## src/tws_pkg.sv

```systemverilog
package tws_pkg;

    localparam logic [7:0] TWS_REG_CTRL      = 8'h00;
    localparam logic [7:0] TWS_REG_EXPOSURE  = 8'h04;
    localparam logic [7:0] TWS_REG_OVERLAP   = 8'h08;
    localparam logic [7:0] TWS_REG_READOUT   = 8'h0C;
    localparam logic [7:0] TWS_REG_LINES     = 8'h10;
    localparam logic [7:0] TWS_REG_STATUS    = 8'h14;
    localparam logic [7:0] TWS_REG_IRQ_STAT  = 8'h18;
    localparam logic [7:0] TWS_REG_IRQ_MASK  = 8'h1C;

    localparam int TWS_CTRL_ACQ_EN      = 0;
    localparam int TWS_CTRL_HW_FRAME    = 1;
    localparam int TWS_CTRL_HW_ACQ      = 2;
    localparam int TWS_CTRL_WIDTH_MODE  = 3;
    localparam int TWS_CTRL_ABORT       = 4;

    localparam int TWS_LINE_DIR_BIT     = 0;
    localparam int TWS_LINE_GP_SRC_LSB  = 4;
    localparam int TWS_LINE_SP_SRC_LSB  = 8;

    localparam int TWS_IRQ_FRAME_OVR    = 0;
    localparam int TWS_IRQ_ACQ_OVR      = 1;
    localparam int TWS_IRQ_DROP         = 2;
    localparam int TWS_IRQ_FRAME_DONE   = 3;
    localparam int TWS_IRQ_BITS         = 4;

    localparam logic [31:0] TWS_CTRL_RST     = 32'h0000_0000;
    localparam logic [31:0] TWS_EXPOSURE_RST = 32'h0000_0064;
    localparam logic [31:0] TWS_OVERLAP_RST  = 32'h0000_0064;
    localparam logic [31:0] TWS_READOUT_RST  = 32'h0000_00C8;
    localparam logic [31:0] TWS_LINES_RST    = 32'h0000_0000;
    localparam logic [31:0] TWS_RD_UNMAPPED  = 32'h0000_0000;

    // Time base: one microsecond expressed in 4 ns cycles.
    localparam int TWS_CLK_MHZ       = 250;
    localparam int TWS_TIME_BASE_US  = 1;
    localparam int TWS_TICK_CYCLES   = TWS_TIME_BASE_US * TWS_CLK_MHZ;

    typedef enum logic [1:0] {
        TWS_SRC_LOW      = 2'b00,
        TWS_SRC_ACQ_WAIT = 2'b01,
        TWS_SRC_FRM_WAIT = 2'b10,
        TWS_SRC_EXPOSING = 2'b11
    } tws_src_t;

    localparam logic TWS_DIR_INPUT  = 1'b0;
    localparam logic TWS_DIR_OUTPUT = 1'b1;

endpackage : tws_pkg

```

## src/tws_if.sv

```systemverilog
`timescale 1ns/1ps

// Frame events and configuration shared between the top and the sequencer.
interface tws_if;
    logic        tick;
    logic        acq_en;
    logic        hw_frame;
    logic        hw_acq;
    logic        width_mode;
    logic        abort;
    logic [31:0] exposure;
    logic [31:0] overlap;
    logic [31:0] readout;
    logic        acq_wait;
    logic        frm_wait;
    logic        exposing;
    logic        frame_ovr;
    logic        acq_ovr;
    logic        drop;
    logic        frame_done;

    modport top (output tick, acq_en, hw_frame, hw_acq, width_mode, abort, exposure, overlap, readout,
                 input  acq_wait, frm_wait, exposing, frame_ovr, acq_ovr, drop, frame_done);
    modport seq (input  tick, acq_en, hw_frame, hw_acq, width_mode, abort, exposure, overlap, readout,
                 output acq_wait, frm_wait, exposing, frame_ovr, acq_ovr, drop, frame_done);
endinterface : tws_if

```

## src/tws_seq.sv

```systemverilog
`timescale 1ns/1ps

module tws_seq
(
    // System.
    input  wire logic clk_i,
    input  wire logic rst_i,
    // Trigger pins, already synchronous.
    input  wire logic frame_trig_i,
    input  wire logic acq_trig_i,
    // Shared signals.
    tws_if.seq        bus
);
    import tws_pkg::*;

    typedef enum logic [1:0] {
        TWS_IDLE,
        TWS_ACQ_WAIT,
        TWS_RUN
    } tws_phase_t;

    typedef struct packed {
        tws_phase_t  phase;
        logic        ftrig_d;
        logic        atrig_d;
        logic        exposing;
        logic [31:0] exp_us;
        logic        reading;
        logic [31:0] rd_us;
        logic        frm_wait;
        logic        acq_wait;
        logic        frame_ovr;
        logic        acq_ovr;
        logic        drop;
        logic        frame_done;
    } tws_seq_state_t;

    tws_seq_state_t st;
    tws_seq_state_t next_st;

    logic        f_rise;
    logic        f_fall;
    logic        a_rise;
    logic [31:0] lead;
    logic        ready;

    always_comb begin
        f_rise = frame_trig_i & ~st.ftrig_d;
        f_fall = ~frame_trig_i & st.ftrig_d;
        a_rise = acq_trig_i & ~st.atrig_d;
        // Wait rises early enough that exposure ends as readout ends.
        lead  = bus.width_mode ? bus.overlap : bus.exposure;
        ready = st.phase == TWS_RUN && !st.exposing && (!st.reading || st.rd_us <= lead);

        next_st            = st;
        next_st.ftrig_d    = frame_trig_i;
        next_st.atrig_d    = acq_trig_i;
        next_st.frame_ovr  = 1'b0;
        next_st.acq_ovr    = 1'b0;
        next_st.drop       = 1'b0;
        next_st.frame_done = 1'b0;

        // Counters run in one microsecond units.
        if (bus.tick && st.exposing && !bus.width_mode && st.exp_us != 32'h0000_0000) begin
            next_st.exp_us = st.exp_us - 32'h0000_0001;
        end
        if (bus.tick && st.reading) begin
            if (st.rd_us <= 32'h0000_0001) begin
                next_st.reading    = 1'b0;
                next_st.frame_done = 1'b1;
            end else begin
                next_st.rd_us = st.rd_us - 32'h0000_0001;
            end
        end

        // Exposure end starts readout, or in width mode drops the frame if readout still runs.
        if (st.exposing && ((bus.width_mode && f_fall) || (!bus.width_mode && st.exp_us == 32'h0000_0000))) begin
            next_st.exposing = 1'b0;
            if (st.reading && bus.width_mode) begin
                next_st.drop      = 1'b1;
                next_st.frame_ovr = 1'b1;
            end else begin
                next_st.reading = 1'b1;
                next_st.rd_us   = bus.readout;
            end
        end

        unique case (st.phase)
            TWS_IDLE: begin
                next_st.frm_wait = 1'b0;
                next_st.acq_wait = 1'b0;
                if (bus.acq_en) begin
                    next_st.phase = bus.hw_acq ? TWS_ACQ_WAIT : TWS_RUN;
                end
            end
            TWS_ACQ_WAIT: begin
                next_st.acq_wait = 1'b1;
                if (a_rise && st.acq_wait) begin
                    next_st.acq_wait = 1'b0;
                    next_st.phase    = TWS_RUN;
                end
            end
            TWS_RUN: begin
                next_st.frm_wait = ready & bus.hw_frame;
                if (f_rise && bus.hw_frame && st.frm_wait) begin
                    // Trigger accepted: leave waiting and start exposure.
                    next_st.frm_wait = 1'b0;
                    next_st.exposing = 1'b1;
                    next_st.exp_us   = bus.exposure;
                end
            end
            default: next_st.phase = TWS_IDLE;
        endcase

        if (f_rise && bus.hw_frame && !(st.phase == TWS_RUN && st.frm_wait)) begin
            next_st.frame_ovr = 1'b1;
        end

        if (a_rise && bus.hw_acq && !(st.phase == TWS_ACQ_WAIT && st.acq_wait)) begin
            next_st.acq_ovr = 1'b1;
        end
        if (!bus.acq_en || bus.abort) begin
            next_st.phase    = TWS_IDLE;
            next_st.frm_wait = 1'b0;
            next_st.acq_wait = 1'b0;
            next_st.exposing = 1'b0;
        end
    end

    always_ff @(posedge clk_i) begin
        if (rst_i) begin
            st       <= '0;
            st.phase <= TWS_IDLE;
        end else begin
            st <= next_st;
        end
    end

    assign bus.acq_wait   = st.acq_wait;
    assign bus.frm_wait   = st.frm_wait;
    assign bus.exposing   = st.exposing;
    assign bus.frame_ovr  = st.frame_ovr;
    assign bus.acq_ovr    = st.acq_ovr;
    assign bus.drop       = st.drop;
    assign bus.frame_done = st.frame_done;
endmodule : tws_seq

```

## src/tws_tick.sv

```systemverilog
`timescale 1ns/1ps

module tws_tick
(
    // System.
    input  wire logic clk_i,
    input  wire logic rst_i,
    // Time-base pulse.
    output logic      tick_o
);
    import tws_pkg::*;

    typedef struct packed {
        logic [7:0] cnt;
        logic       tick;
    } tws_tick_state_t;

    tws_tick_state_t st;
    tws_tick_state_t next_st;

    always_comb begin
        next_st = st;
        next_st.tick = 1'b0;
        if (st.cnt == 8'(TWS_TICK_CYCLES - 1)) begin
            next_st.cnt  = 8'h00;
            next_st.tick = 1'b1;
        end else begin
            next_st.cnt = st.cnt + 8'h01;
        end
    end

    always_ff @(posedge clk_i) begin
        if (rst_i) begin
            st <= '0;
        end else begin
            st <= next_st;
        end
    end

    assign tick_o = st.tick;
endmodule : tws_tick

```

## src/tws_top.sv

```systemverilog
// What this block does
// - Frame wait goes high on entering the waiting-for-frame-trigger state.
// - Frame wait goes low when an external frame trigger is accepted.
// - A frame trigger while not waiting is ignored and flags an overtrigger.
// - Frame wait is produced only while hardware frame triggering is enabled.
// - Timed mode: wait rise timed from exposure time and readout end.
// - Width mode: wait rise timed from overlap limit and readout end.
// - Overlap limit counts whole microseconds, unsigned.
// - General line shows frame wait when set as output and selected.
// - General line shows acquisition wait when set as output and selected.
// - Spare link line shows the selected wait signal, no direction needed.
// - Exposure-active is high from exposure start to exposure end.
// - Acquisition wait is high while waiting for an acquisition trigger.
// - Width mode exposure ending during readout drops the frame with overtrigger.
`timescale 1ns/1ps

module tws_top
(
    // System.
    input  wire logic        clk_i,
    input  wire logic        rst_i,
    // Wishbone classic slave.
    input  wire logic        cyc_i,
    input  wire logic        stb_i,
    input  wire logic        we_i,
    input  wire logic [7:0]  adr_i,
    input  wire logic [3:0]  sel_i,
    input  wire logic [31:0] dat_i,
    output logic [31:0]      dat_o,
    output logic             ack_o,
    // Trigger inputs.
    input  wire logic        external_frame_start_input_i,
    input  wire logic        external_acquisition_start_input_i,
    // Output lines.
    output logic             general_purpose_line_o,
    output logic             general_purpose_line_oe_o,
    output logic             spare_link_output_o,
    output logic             exposure_active_indicator_o,
    output logic             irq_o
);
    import tws_pkg::*;

    ////////////////////////////////////////////////////////////////////////////
    tws_if bus ();

    tws_tick u_tick (
        .clk_i  (clk_i),
        .rst_i  (rst_i),
        .tick_o (bus.tick)
    );

    tws_seq u_seq (
        .clk_i        (clk_i),
        .rst_i        (rst_i),
        .frame_trig_i (external_frame_start_input_i),
        .acq_trig_i   (external_acquisition_start_input_i),
        .bus          (bus.seq)
    );

    ////////////////////////////////////////////////////////////////////////////
    typedef struct packed {
        logic [31:0]             ctrl;
        logic [31:0]             exposure;
        logic [31:0]             overlap;
        logic [31:0]             readout;
        logic [31:0]             lines;
        logic [TWS_IRQ_BITS-1:0] irq_stat;
        logic [TWS_IRQ_BITS-1:0] irq_mask;
        logic [31:0]             dat;
        logic                    ack;
        logic                    gp;
        logic                    gp_oe;
        logic                    spare;
        logic                    expo;
        logic                    irq;
    } tws_top_state_t;

    tws_top_state_t st;
    tws_top_state_t next_st;

    logic [TWS_IRQ_BITS-1:0] events;
    logic [31:0]             rdata;
    logic                    req;
    tws_src_t                gp_src;
    tws_src_t                sp_src;
    logic                    frm_wait_vis;

    assign bus.acq_en     = st.ctrl[TWS_CTRL_ACQ_EN];
    assign bus.hw_frame   = st.ctrl[TWS_CTRL_HW_FRAME];
    assign bus.hw_acq     = st.ctrl[TWS_CTRL_HW_ACQ];
    assign bus.width_mode = st.ctrl[TWS_CTRL_WIDTH_MODE];
    assign bus.abort      = st.ctrl[TWS_CTRL_ABORT];
    assign bus.exposure   = st.exposure;
    assign bus.overlap    = st.overlap;
    assign bus.readout    = st.readout;

    // Write a 32-bit word honoring byte selects.
    function automatic logic [31:0] merge(input logic [31:0] old, input logic [31:0] d, input logic [3:0] s);
        logic [31:0] r;
        r = old;
        for (int i = 0; i < 4; i++) begin
            if (s[i]) begin
                r[i*8 +: 8] = d[i*8 +: 8];
            end
        end
        return r;
    endfunction

    function automatic logic line_value(input tws_src_t s, input logic fw, input logic aw, input logic ex);
        logic v;
        v = 1'b0;
        unique case (s)
            TWS_SRC_LOW:      v = 1'b0;
            TWS_SRC_ACQ_WAIT: v = aw;
            TWS_SRC_FRM_WAIT: v = fw;
            TWS_SRC_EXPOSING: v = ex;
        endcase
        return v;
    endfunction

    always_comb begin
        events[TWS_IRQ_FRAME_OVR]  = bus.frame_ovr;
        events[TWS_IRQ_ACQ_OVR]    = bus.acq_ovr;
        events[TWS_IRQ_DROP]       = bus.drop;
        events[TWS_IRQ_FRAME_DONE] = bus.frame_done;
        req = cyc_i & stb_i & ~st.ack;

        unique case (adr_i)
            TWS_REG_CTRL:     rdata = st.ctrl;
            TWS_REG_EXPOSURE: rdata = st.exposure;
            TWS_REG_OVERLAP:  rdata = st.overlap;
            TWS_REG_READOUT:  rdata = st.readout;
            TWS_REG_LINES:    rdata = st.lines;
            TWS_REG_STATUS:   rdata = {29'h0, bus.exposing, bus.frm_wait, bus.acq_wait};
            TWS_REG_IRQ_STAT: rdata = {{(32-TWS_IRQ_BITS){1'b0}}, st.irq_stat};
            TWS_REG_IRQ_MASK: rdata = {{(32-TWS_IRQ_BITS){1'b0}}, st.irq_mask};
            default:          rdata = TWS_RD_UNMAPPED;
        endcase

        next_st     = st;
        next_st.ack = req;
        if (req) begin
            next_st.dat = we_i ? st.dat : rdata;
        end
        if (req && we_i) begin
            unique case (adr_i)
                TWS_REG_CTRL:     next_st.ctrl     = merge(st.ctrl, dat_i, sel_i);
                TWS_REG_EXPOSURE: next_st.exposure = merge(st.exposure, dat_i, sel_i);
                TWS_REG_OVERLAP:  next_st.overlap  = merge(st.overlap, dat_i, sel_i);
                TWS_REG_READOUT:  next_st.readout  = merge(st.readout, dat_i, sel_i);
                TWS_REG_LINES:    next_st.lines    = merge(st.lines, dat_i, sel_i);
                TWS_REG_IRQ_MASK: next_st.irq_mask = sel_i[0] ? dat_i[TWS_IRQ_BITS-1:0] : st.irq_mask;
                default:          ;
            endcase
        end
        // A status read clears the bits; a same-cycle event still sets.
        if (req && !we_i && adr_i == TWS_REG_IRQ_STAT) begin
            next_st.irq_stat = events;
        end else begin
            next_st.irq_stat = st.irq_stat | events;
        end
        next_st.irq = |(next_st.irq_stat & next_st.irq_mask);

        gp_src       = tws_src_t'(st.lines[TWS_LINE_GP_SRC_LSB +: 2]);
        sp_src       = tws_src_t'(st.lines[TWS_LINE_SP_SRC_LSB +: 2]);
        frm_wait_vis = bus.frm_wait & st.ctrl[TWS_CTRL_HW_FRAME];
        next_st.gp_oe = st.lines[TWS_LINE_DIR_BIT] == TWS_DIR_OUTPUT;
        // General line only drives when set as output.
        next_st.gp    = next_st.gp_oe & line_value(gp_src, frm_wait_vis, bus.acq_wait, bus.exposing);
        next_st.spare = line_value(sp_src, frm_wait_vis, bus.acq_wait, bus.exposing);
        next_st.expo  = bus.exposing;
    end

    always_ff @(posedge clk_i) begin
        if (rst_i) begin
            st          <= '0;
            st.ctrl     <= TWS_CTRL_RST;
            st.exposure <= TWS_EXPOSURE_RST;
            st.overlap  <= TWS_OVERLAP_RST;
            st.readout  <= TWS_READOUT_RST;
            st.lines    <= TWS_LINES_RST;
        end else begin
            st <= next_st;
        end
    end

    assign dat_o                       = st.dat;
    assign ack_o                       = st.ack;
    assign general_purpose_line_o      = st.gp;
    assign general_purpose_line_oe_o   = st.gp_oe;
    assign spare_link_output_o         = st.spare;
    assign exposure_active_indicator_o = st.expo;
    assign irq_o                       = st.irq;
endmodule : tws_top

```

## config.mk

```make
export PLATFORM = sky130hd
export DESIGN_NAME = tws_top
export DESIGN_NICKNAME = d
export VERILOG_FILES = /design/src/tws_pkg.sv /design/src/tws_if.sv /design/src/tws_seq.sv /design/src/tws_tick.sv /design/src/tws_top.sv
export SDC_FILE = /design/constraint.sdc
export NUM_CORES = 1
export LEC_CHECK = 0
export BUFFER_PORTS_ARGS = -buffer_cell sky130_fd_sc_hd__buf_2
export CORE_MARGIN = 2
export CORE_UTILIZATION = 48
export DETAILED_ROUTE_END_ITERATION = 12
export GPL_ROUTABILITY_DRIVEN = 0
export PLACE_DENSITY_LB_ADDON = 0.15
export SYNTH_ARGS = -nofsm -noshare
export SYNTH_HDL_FRONTEND = slang
export SYNTH_HIERARCHICAL = 1
export SYNTH_SLANG_ARGS = --single-unit
```

## constraint.sdc

```tcl
create_clock -name clk_i -period 5.8 [get_ports clk_i]
set_input_delay 0.58 -clock clk_i [delete_from_list [all_inputs] [get_ports clk_i]]
set_output_delay 0.58 -clock clk_i [all_outputs]
set_load 0.02 [all_outputs]
```

* After elaboration in Yosys (flattened, before gate mapping)
Cells that the tools add are included.
** Storage, ports and cells
- Register bits :: 291
- Bits of input ports :: 51
- Output and inout port bits :: 38
- Word-level logic and storage cells :: 180
** Operators by class
- Add/subtract/negate cells :: 3
- $lt $le $gt $ge :: 2
- Eq/ne operators :: 18
- Mux-type cells :: 31
- Bitwise logic cells :: 17
- Reductions and logical operators :: 65
** Operators by type and width (count)
- 32-bit case mux with 8 select lines :: 1
- 33-bit two-way mux :: 5
- 32-bit two-way mux :: 3
- 32-bit by 1-bit subtractor with 32-bit output, second input constant :: 2
- 3-bit AND reduction :: 21
- 8-bit by 5-bit equality test with 1-bit output, second input constant :: 4
- 32-bit by 1-bit <= comparator with 1-bit output, second input constant :: 1
- 32-bit <= comparator :: 1
- 32-bit logical NOT :: 1
- 32-bit nonzero test :: 1
- 1-bit logical AND :: 21
- 8-bit by 4-bit equality test with 1-bit output, second input constant :: 2
- 4-bit two-way mux :: 4
- 2-bit equality test, second input constant :: 5
- 1-bit two-way mux :: 10
- 8-bit by 1-bit adder with 8-bit output, second input constant :: 1
- 1-bit bitwise AND :: 8
- 8-bit by 3-bit equality test with 1-bit output, second input constant :: 1
- 8-bit equality test, second input constant :: 1
- 8-bit logical NOT :: 1
- 1-bit case mux with 4 select lines :: 2
- 1-bit logical NOT :: 7
- 1-bit inverter :: 7
- 2-bit by 1-bit equality test with 1-bit output, second input constant :: 3
- other kinds (13) :: 23

* Longest topological paths before layout
Gate-level depths: netlist of the first run.
- Depth after elaboration :: 8
- Gate-level depth with buffers :: 10
- Mapped depth without buffers :: 8

* By module
The synthesis of the first run kept the hierarchy.
** Modules (own cells, without submodules)
- tws_top :: instances 1, cells each 1010, area an instance 8599.5 µm², seq. area each 4124.0 µm²
- tws_seq :: instances 1, cells each 600, area an instance 5084.9 µm², seq. area each 1521.5 µm²
- tws_tick :: instances 1, cells each 43, area an instance 386.6 µm², seq. area each 180.2 µm²

* Worst setup path after synthesis of the first run
No wires, ideal clock.
- Kind :: register -> register
- Start point :: reg st, in the netlist bus.width_mode
- End point :: reg u_seq.st, in the netlist u_seq/bus.frm_wait
- Setup time :: 0.133 ns
- Arrival :: 2.467 ns
- Data required time :: 5.667 ns
- Slack :: 3.200 ns
- Cell stages (with the launch flop) :: 10
- Path buffers :: 2
- Period minus slack after synthesis :: 2.600 ns
- Cell sequence :: dfxtp_1 > clkbuf_1 > clkbuf_1 > mux2i_1 > ha_1 > nand4_1 > nor4_1 > nor3b_1 > nor3b_1 > o221ai_1
** Between the ends
- Longest elaborated chain between the ends :: 7
** RTL lines
- start, declared :: RTL line tws_top.sv:78 : tws_top_state_t st;
- start signal, assigned :: RTL line tws_top.sv:183 : st <= next_st;
- 32-bit two-way mux :: RTL line tws_seq.sv:52 : lead = bus.width_mode ? bus.overlap : bus.exposure;
- 32-bit <= comparator :: RTL line tws_seq.sv:53 : ready = st.phase == TWS_RUN && !st.exposing && (!st.reading || st.rd_us <= lead);
- 1-bit logical OR :: RTL line tws_seq.sv:53
- 1-bit logical AND :: RTL line tws_seq.sv:53
- 1-bit bitwise AND :: RTL line tws_seq.sv:104 : next_st.frm_wait = ready & bus.hw_frame;
- 1-bit two-way mux :: RTL line tws_seq.sv:105 : if (f_rise && bus.hw_frame && st.frm_wait) begin
- 1-bit case mux with 2 select lines :: RTL line tws_seq.sv:88 : unique case (st.phase)
- end signal, assigned :: RTL line tws_seq.sv:135 : st <= next_st;
- end, declared :: RTL line tws_seq.sv:38 : tws_seq_state_t st;
Every way passes these cells.
A chain may end at the register's enable or synchronous reset.

* Worst setup path after layout of the first run
- Start point :: reg u_seq/st[53] (netlist name)
- End point :: reg u_seq/st[19] (netlist name)
** Between the ends
- Longest elaborated chain between the ends :: 5
** RTL lines
- 32-bit logical NOT :: RTL line tws_seq.sv:77 : if (st.exposing && ((bus.width_mode && f_fall) || (!bus.width_mode && st.exp_us == 32'h0000_0000))) begin
- 1-bit logical AND :: RTL line tws_seq.sv:77
- 1-bit logical OR :: RTL line tws_seq.sv:77
- 1-bit logical AND :: RTL line tws_seq.sv:77
- 33-bit two-way mux :: RTL line tws_seq.sv:77
Every way passes these cells.

==> results of run 1 <==
critical path: cells and delay by family (launching register included):
family,cells,cell delay [ns]
and+or+nand+nor,5,1.75
buffers and inverters,1,0.35
DFF,1,0.34
AOI/OAI and AO/OA,1,0.31
synth_stat cells, types with 7 or more instances:
cell type    n  share of area (%)
clkbuf_1    64                1.7
and2_1      12               0.53
nor4_1      26                1.2
nor3_1      38                1.4
nand3b_1    12               0.64
ha_1        37                3.3
nand4_1     16               0.71
a221oi_1    31                1.9
nor2_1     138                3.7
a22oi_1     20                1.1
a222oi_1    12               0.85
nand2_1    204                5.4
a21o_1       7               0.37
xnor2_1     33                2.1
nand3_1    147                5.2
o21ai_0     35                1.2
or3_1       13               0.58
o21ai_1      9               0.32
mux2i_1     64                4.6
a211o_1      7               0.44
or4_1        8               0.43
o2bb2ai_1   16                1.0
inv_1        8               0.21
a211oi_1    50                2.7
nor2b_1     12               0.53
buf_4       37                2.0
a21oi_1    146                5.2
dfxtp_1    291                 41
a22o_1      10               0.62
xor2_1      22                1.4
buf_2       34                1.2
final cells by class:
class                           count  area [sq um]
Inverter                            8         30.03
Clock buffer                       46         912.1
Tap cell                          384         480.5
Fill cell                        2745         13320
Multi-Input combinational cell   1214          7526
Timing Repair Buffer              110         614.3
Sequential cell                   291          5827
Clock inverter                      8         68.82
stage by stage:
step | worst slack (ns) | util [%] | hold WS, ns | instances | power (W)
5_1_grt | 2.487 | 53.71 | 0.2630 | 2061 | 0.004179
4_1_cts | 2.870 | 53.71 | 0.2319 | 2061 | 0.004086
3_5_place_dp | 2.673 | 50.30 | 0.4384 | 2007 | 0.002172
2_1_floorplan | 3.200 | - | 0.4242 | 1653 | 0.002111
3_3_place_gp | 2.786 | 50.30 | 0.4299 | 2007 | 0.002171
6_report | 2.875 | 53.71 | 0.2432 | 2061 | 0.004064
state kept, by name, summed over array words and instances (netlist names), 8 cells and up:
register      count
u_seq/st         69
st               62
bus.exposure     32
bus.overlap      32
bus.readout      32
dat_o            32
u_tick/st         8
routing by layer:
metal | vias up | global-route usage [%]
met5 | - | 0
met4 | 0 | 7.743
met3 | 75 | 2.633
met2 | 460 | 42.98
met1 | 6031 | 39.37
li1 | 6013 | -
how the worst min path moves through the flow:
stage	endpoint	slack (ns)	depth (start not counted)
after detailed placement	dat_o[25]	0.44	2
after global placement	dat_o[3]	0.43	1
after floorplan	st[43]	0.42	2
after CTS	u_seq/st[72]	0.23	2
final	u_seq/st[72]	0.24	2
after global routing	u_seq/st[72]	0.26	2
kinds of logic after synthesis:
kind of cell / after synthesis
mux: 72
simple gates: 673
fa+ha+maj: 37
xor+xnor: 55
flops: 291
buf+inv: 148
compound gates: 377
power by group:
part	switching, W	internal, W	leakage (nW)
Combinational	0.0000917	0.0000303	2.56
Sequential	0.00000453	0.00200	2.34
Clock	0.000814	0.00112	0.490
==> impl_summary.log, run 1 <==
INFO  metric run_status = completed
INFO  metric floorplan.core_area = 28780 sq um
INFO  metric vdd_drop_max = 0.2220 mV
INFO  metric post_synth_instance_area = 14070 sq um
INFO  metric drc_markers = 0
INFO  metric cts_tree = yes
INFO  metric post_cts.resized_instances = 0
INFO  metric tritoncts.num_buffers = 31
INFO  metric grt_pass1_wl = 67130 um
INFO  metric crit_path_frequent_cell = nor4_1
INFO  metric port_buffers = 88
INFO  metric max_slew.worst_pin.slew = 1.146 ns
INFO  metric yosys.area_share.xor_xnor = 3.423%
INFO  metric worst_setup_path_startpoint = u_seq/st[53]
INFO  metric globalRouteOverflowTotal = 0
INFO  metric reg2reg_slack = 2.88 ns
INFO  metric highest_layer = met4
INFO  metric total_half_perimeter_wirelength_after_legalization_and_detailed_placement = 29560 um
INFO  metric antenna_cells = 0
INFO  metric first_pass_iters = 6
INFO  metric final_design_area_no_fill = 15460 sq um
INFO  metric synth_sequential_area_ratio = 41.40%
INFO  metric clkLatencyLatePin = 0.57 ns
INFO  metric timing_worst_setup_path_type = reg2reg
INFO  metric pin_count_of_the_biggest_net_entering_global_routing = 97
INFO  metric total_wirelength = 42670 um
INFO  metric totalNegativeSetupSlack = 0 ns
INFO  metric crit_path_cell_trace = nor4_1 > nand4_1 > nor4_1 > o21ai_4 > buf_4 > nor2_1 > nor3_1
INFO  metric worstHoldPathType = in2reg
INFO  metric synth_warnings = 6
INFO  metric most-common-layout-cells = dfxtp_1 (290), nand2_1 (204), nand3_1 (147)
INFO  metric detail_route.wirelength.met1 = 19920 um
INFO  metric cts_setup_buffers = 0
INFO  metric cp-end-kind = register
INFO  metric synthArstFlopShare = 0%
INFO  metric post-route-min-period = 2.925 ns
INFO  metric post_synthesis_compound_gate_area_fraction = 17.74%
INFO  metric synth.area.mux_share = 5.460%
INFO  metric syn_avg_cell_area = 8.512 sq um
INFO  metric top_level_ports = 89
INFO  metric slew_viols_final = 0
INFO  metric grt_antenna_before_repair = 0
INFO  metric synth_top_family_by_area = simple AND/OR/NAND/NOR gates
INFO  metric startpoint_type = register
INFO  metric design.die.area = 30700 sq um
INFO  metric cts_sinks = 291
INFO  metric cts-hold-fix-buffers = 0
INFO  metric clkSlewWorstSetupHoldPaths = 0.06 ns
INFO  metric dieWidth = 175.2 um
INFO  metric timing.final.hold_violations = 0
INFO  metric met3RoutedLength = 2423 um
INFO  metric detailed_place.area = 14480 sq um
INFO  metric areaGrowthSynthToFinish = 9.861%
INFO  metric h-tree-depth = 1
INFO  metric first_global_vias = 11.72k
INFO  metric worstSetupEndpoint = u_seq/st[19]
INFO  metric dominantRegCellSynth = dfxtp_1
INFO  metric detail_route.vias_per_cell = 6.103
INFO  metric finalCritPeriodShare = 50.43%
INFO  metric p_leak = 5.398 nW
INFO  metric critPathSlowestCell = nor4_1
INFO  metric critical_path.reg2reg.startpoint = u_seq/st[53]
INFO  metric reg2reg_to = u_seq/st[19]
INFO  metric die_h = 175.2 um
INFO  metric synthDistinctLibCells = 75
INFO  metric met2RoutedLength = 19230 um
INFO  metric layout.cells.most_common = dfxtp_1
INFO  metric antenna_left = 0
INFO  metric routedWlPerCell = 20.70 um
INFO  metric hold_path_startpoint = external_acquisition_start_input_i
INFO  metric yosys_register_bits = 291
INFO  metric rsz0062_at_grt = false
INFO  metric final_setup_vio_count = 0
INFO  metric syn_inst = 1653
INFO  metric std_cell_rows = 62
INFO  metric cellPowerDensity = 262.9 nW/um^2
INFO  metric share_of_cells_above_drive_strength_1 = 11.15%
INFO  metric crit_arrival = 3.32 ns
INFO  metric synth-adder-area-share = 3.290%
INFO  metric critPathMaxStageDelay = 0.71 ns
INFO  metric fmax = 0.3419 GHz
INFO  metric synth_fp_nets = 1741
INFO  metric fin_skew = 0.02147 ns
INFO  metric grt_usage = 27.18%
INFO  metric cap_violations = 0
INFO  metric edff_count_synth = 0
INFO  metric critical_path.max_fanout = 36
INFO  metric critPathRequiredTime = 6.20 ns
INFO  metric max-slew-margin-rel = 23.62%
INFO  metric clock_tree.root_cell = clkbuf_16
INFO  metric synth_simple_gate_area_share = 23.39%
INFO  metric finish.net_count = 1744
INFO  metric drt-initial-drc-count = 1359
INFO  metric clock_tree.buffer_depth = 3
INFO  metric worst_r2r_path_depth = 7
INFO  metric initial_core_util = 48.89%
INFO  metric detailroute.via_count = 12.58k
Note: power is estimated with default switching activity, not from simulation.
==> run 2, diff against run 1 <==
==> constraint.sdc (replaced) <==
create_clock -name clk_i -period 2.36 [get_ports clk_i]
set_input_delay 0.236 -clock clk_i [delete_from_list [all_inputs] [get_ports clk_i]]
set_output_delay 0.236 -clock clk_i [all_outputs]
set_load 0.02 [all_outputs]
==> impl_summary.log, run 2 (synthesized netlist as in run 1, its figures left out) <==
INFO  metric clkSlewWorstSetupHoldPaths = 0.06 ns (about the same)
INFO  metric power.sequential.fraction = 47.6% (was 49.4%)
INFO  metric hold_slack = 0.01552 ns (was 0.2432 ns)
INFO  metric grt_pass1_wl = 71030 um (was 67130 um)
INFO  metric drt-initial-drc-count = 1268 (was 1359)
INFO  metric std_cell_rows = 62 (unchanged)
INFO  metric cap_violations = 0 (unchanged)
INFO  metric cts_sinks = 291 (unchanged)
INFO  metric worstHoldPathType = in2reg (unchanged)
INFO  metric finish.net_count = 1878 (was 1744)
INFO  metric slew_viols_final = 0 (unchanged)
INFO  metric tritoncts.num_buffers = 34 (was 31)
INFO  metric initial_core_util = 48.89% (unchanged)
INFO  metric antenna_left = 0 (unchanged)
INFO  metric port_buffers = 88 (unchanged)
INFO  metric crit_buf_inv = 2 (was 1)
INFO  metric first_pass_iters = 5 (was 6)
INFO  metric run_status = completed (unchanged)
INFO  metric design.die.area = 30700 sq um (unchanged)
INFO  metric pin_count_of_the_biggest_net_entering_global_routing = 125 (was 97)
INFO  metric total_wirelength = 44970 um (was 42670 um)
INFO  metric dieWidth = 175.2 um (unchanged)
INFO  metric total_half_perimeter_wirelength_after_legalization_and_detailed_placement = 32140 um (was 29560 um)
INFO  metric drc_markers = 0 (unchanged)
INFO  metric die_h = 175.2 um (unchanged)
INFO  metric clkLatencyLatePin = 0.52 ns (was 0.57 ns)
INFO  metric critPathSlowestCell = or4_4 (was nor4_1)
INFO  metric reg2reg_slack = 0.002 ns (was 2.88 ns)
INFO  metric most-common-layout-cells = dfxtp_1 (287), nand2_1 (202), nand3_1 (147) (was dfxtp_1 (290), nand2_1 (204), nand3_1 (147))
INFO  metric finalCritPeriodShare = 99.92% (was 50.43%)
INFO  metric max_slew.worst_pin.slew = 0.8669 ns (was 1.146 ns)
INFO  metric first_global_vias = 12.60k (was 11.72k)
INFO  metric floorplan.core_area = 28780 sq um (unchanged)
INFO  metric antenna_cells = 0 (unchanged)
INFO  metric timing_worst_setup_path_type = reg2reg (unchanged)
INFO  metric startpoint_type = register (unchanged)
INFO  metric timing.final.hold_violations = 0 (unchanged)
INFO  metric vdd_drop_max = 0.4047 mV (was 0.2220 mV)
INFO  metric detail_route.vias_per_cell = 6.003 (was 6.103)
INFO  metric crit_path_cell_trace = or4_4 > or4_4 > nor4_4 > buf_6 > buf_4 > nor3b_1 (was nor4_1 > nand4_1 > nor4_1 > o21ai_4 > buf_4 > nor2_1 > nor3_1)
INFO  metric proportion_of_total_power_due_to_net_switching = 22.41% (about the same)
INFO  metric grt_antenna_before_repair = 0 (unchanged)
INFO  metric final_setup_vio_count = 0 (unchanged)
INFO  metric areaGrowthSynthToFinish = 20.04% (was 9.861%)
INFO  metric internal_power = 0.008044 W (was 0.003154 W)
INFO  metric critPathRequiredTime = 2.73 ns (was 6.20 ns)
INFO  metric cellPowerDensity = 613.8 nW/um^2 (was 262.9 nW/um^2)
INFO  metric h-tree-depth = 2 (was 1)
INFO  metric largest_register_ffs = 69 (unchanged)
INFO  metric p_total = 0.01037 W (was 0.004064 W)
INFO  metric max-slew-margin-rel = 42.20% (was 23.62%)
INFO  metric cpLargestDelayFamily = simple AND/OR/NAND/NOR gates (unchanged)
INFO  metric routedWlPerCell = 20.47 um (was 20.70 um)
INFO  metric critPathMaxStageDelay = 0.57 ns (was 0.71 ns)
INFO  metric top_level_ports = 89 (unchanged)
INFO  metric critical_path.max_fanout = 7 (was 36)
INFO  metric clock_tree.root_cell = clkbuf_16 (unchanged)
INFO  metric p_leak = 6.174 nW (was 5.398 nW)
INFO  metric fin_skew = 0.02019 ns (was 0.02147 ns)
INFO  metric share_of_cells_above_drive_strength_1 = 19.42% (was 11.15%)
INFO  metric post-route-min-period = 2.358 ns (was 2.925 ns)
INFO  metric fmax = 0.4241 GHz (was 0.3419 GHz)
INFO  metric p_comb_share = 3.1% (was 3.0%)
INFO  metric layout.cells.most_common = dfxtp_1 (unchanged)
INFO  metric cts_tree = yes (unchanged)
INFO  metric detailroute.via_count = 13.19k (was 12.58k)
INFO  metric reg.largest.list = u_seq/st (69), st (62) (unchanged)
INFO  metric totalNegativeSetupSlack = 0 ns (unchanged)
INFO  metric rsz0062_at_grt = true (was false)
INFO  metric regMostFlops = u_seq/st (unchanged)
INFO  metric clock_tree.buffer_depth = 3 (unchanged)
INFO  metric power.share.clock = 49.3% (was 47.6%)
INFO  metric grt_usage = 28.99% (was 27.18%)
INFO  metric crit_path_frequent_cell = or4_4 (was nor4_1)
INFO  metric p_sw = 0.002324 W (was 0.0009106 W)
INFO  metric globalRouteOverflowTotal = 0 (unchanged)
INFO  metric cp-end-kind = register (unchanged)
INFO  metric crit_arrival = 2.73 ns (was 3.32 ns)
==> run 2: cell types whose count changed in the layout (fill, tap and decap cells not counted), sizes merged <==
cell	delta
dlygate4sd3	+3
inv	+1
clkinvlp	+3
clkinv	-2
clkbuf	+4
buf	+127
==> run 2: final timing paths <==
path / endpoint / cells after the start / start
setup / recovery: u_seq/bus.frame_done / 6 / u_seq/st[20]
hold / removal: bus.readout[27] / 3 / dat_i[27]
setup reg to reg: u_seq/bus.frame_done / 6 / u_seq/st[20]
hold reg to reg: dat_o[31] / 2 / dat_o[31]
==> run 2: layout make-up <==
cell class	instances	area, sq um
Timing Repair Buffer	241	1760
Sequential cell	291	5833
Tap cell	384	480.5
Clock buffer	49	988.4
Multi-Input combinational cell	1214	7709
Inverter	8	30.03
Fill cell	2564	11890
Clock inverter	10	90.09
==> run 2: per-stage QoR <==
step	setup WS, ns	util [%]	instances	instance area, sq um
6_report	0.001943	58.69	2197	16890
3_5_place_dp	-0.1060	53.95	2130	15530
2_1_floorplan	-0.05598	-	1653	14070
5_1_grt	-0.07123	58.69	2197	16890
4_1_cts	-0.006875	57.90	2192	16660
3_3_place_gp	-0.04273	53.95	2130	15530
==> run 2: timing repair <==
item                                    in CTS  in global routing
hold endpoints to repair                     2                  0
gates resized for setup                      6                 36
gates cloned                                 0                  0
endpoints found under the setup margin      11                 49
pin swaps                                    1                  5
hold buffers                                 3                  0
setup buffers                                0                  5
==> run 2: power by group through the flow <==
stage	Clock, W	Combinational (W)	Sequential [W]
detailed placement	0	0.000315	0.00504
global placement	0	0.000314	0.00504
global route	0.00540	0.000345	0.00493
finish	0.00511	0.000325	0.00493
floorplan	0	0.000146	0.00504
CTS	0.00518	0.000319	0.00493
==> run 2: worst register-to-register path, cell delays in order, from the launching register on <==
cell	delay [ns]
dfxtp_2	0.32
or4_4	0.54
or4_4	0.57
nor4_4	0.16
buf_6	0.17
buf_4	0.11
nor3b_1	0.36
==> run 2: per-layer routing <==
layer | track usage [%] | vias up | part of all wire, %
li1 | - | 6279 | -
met1 | 39.83 | 6310 | 45
met2 | 45.52 | 500 | 45
met3 | 3.873 | 99 | 6.4
met4 | 12.74 | 0 | 4.1
met5 | 0 | - | 0
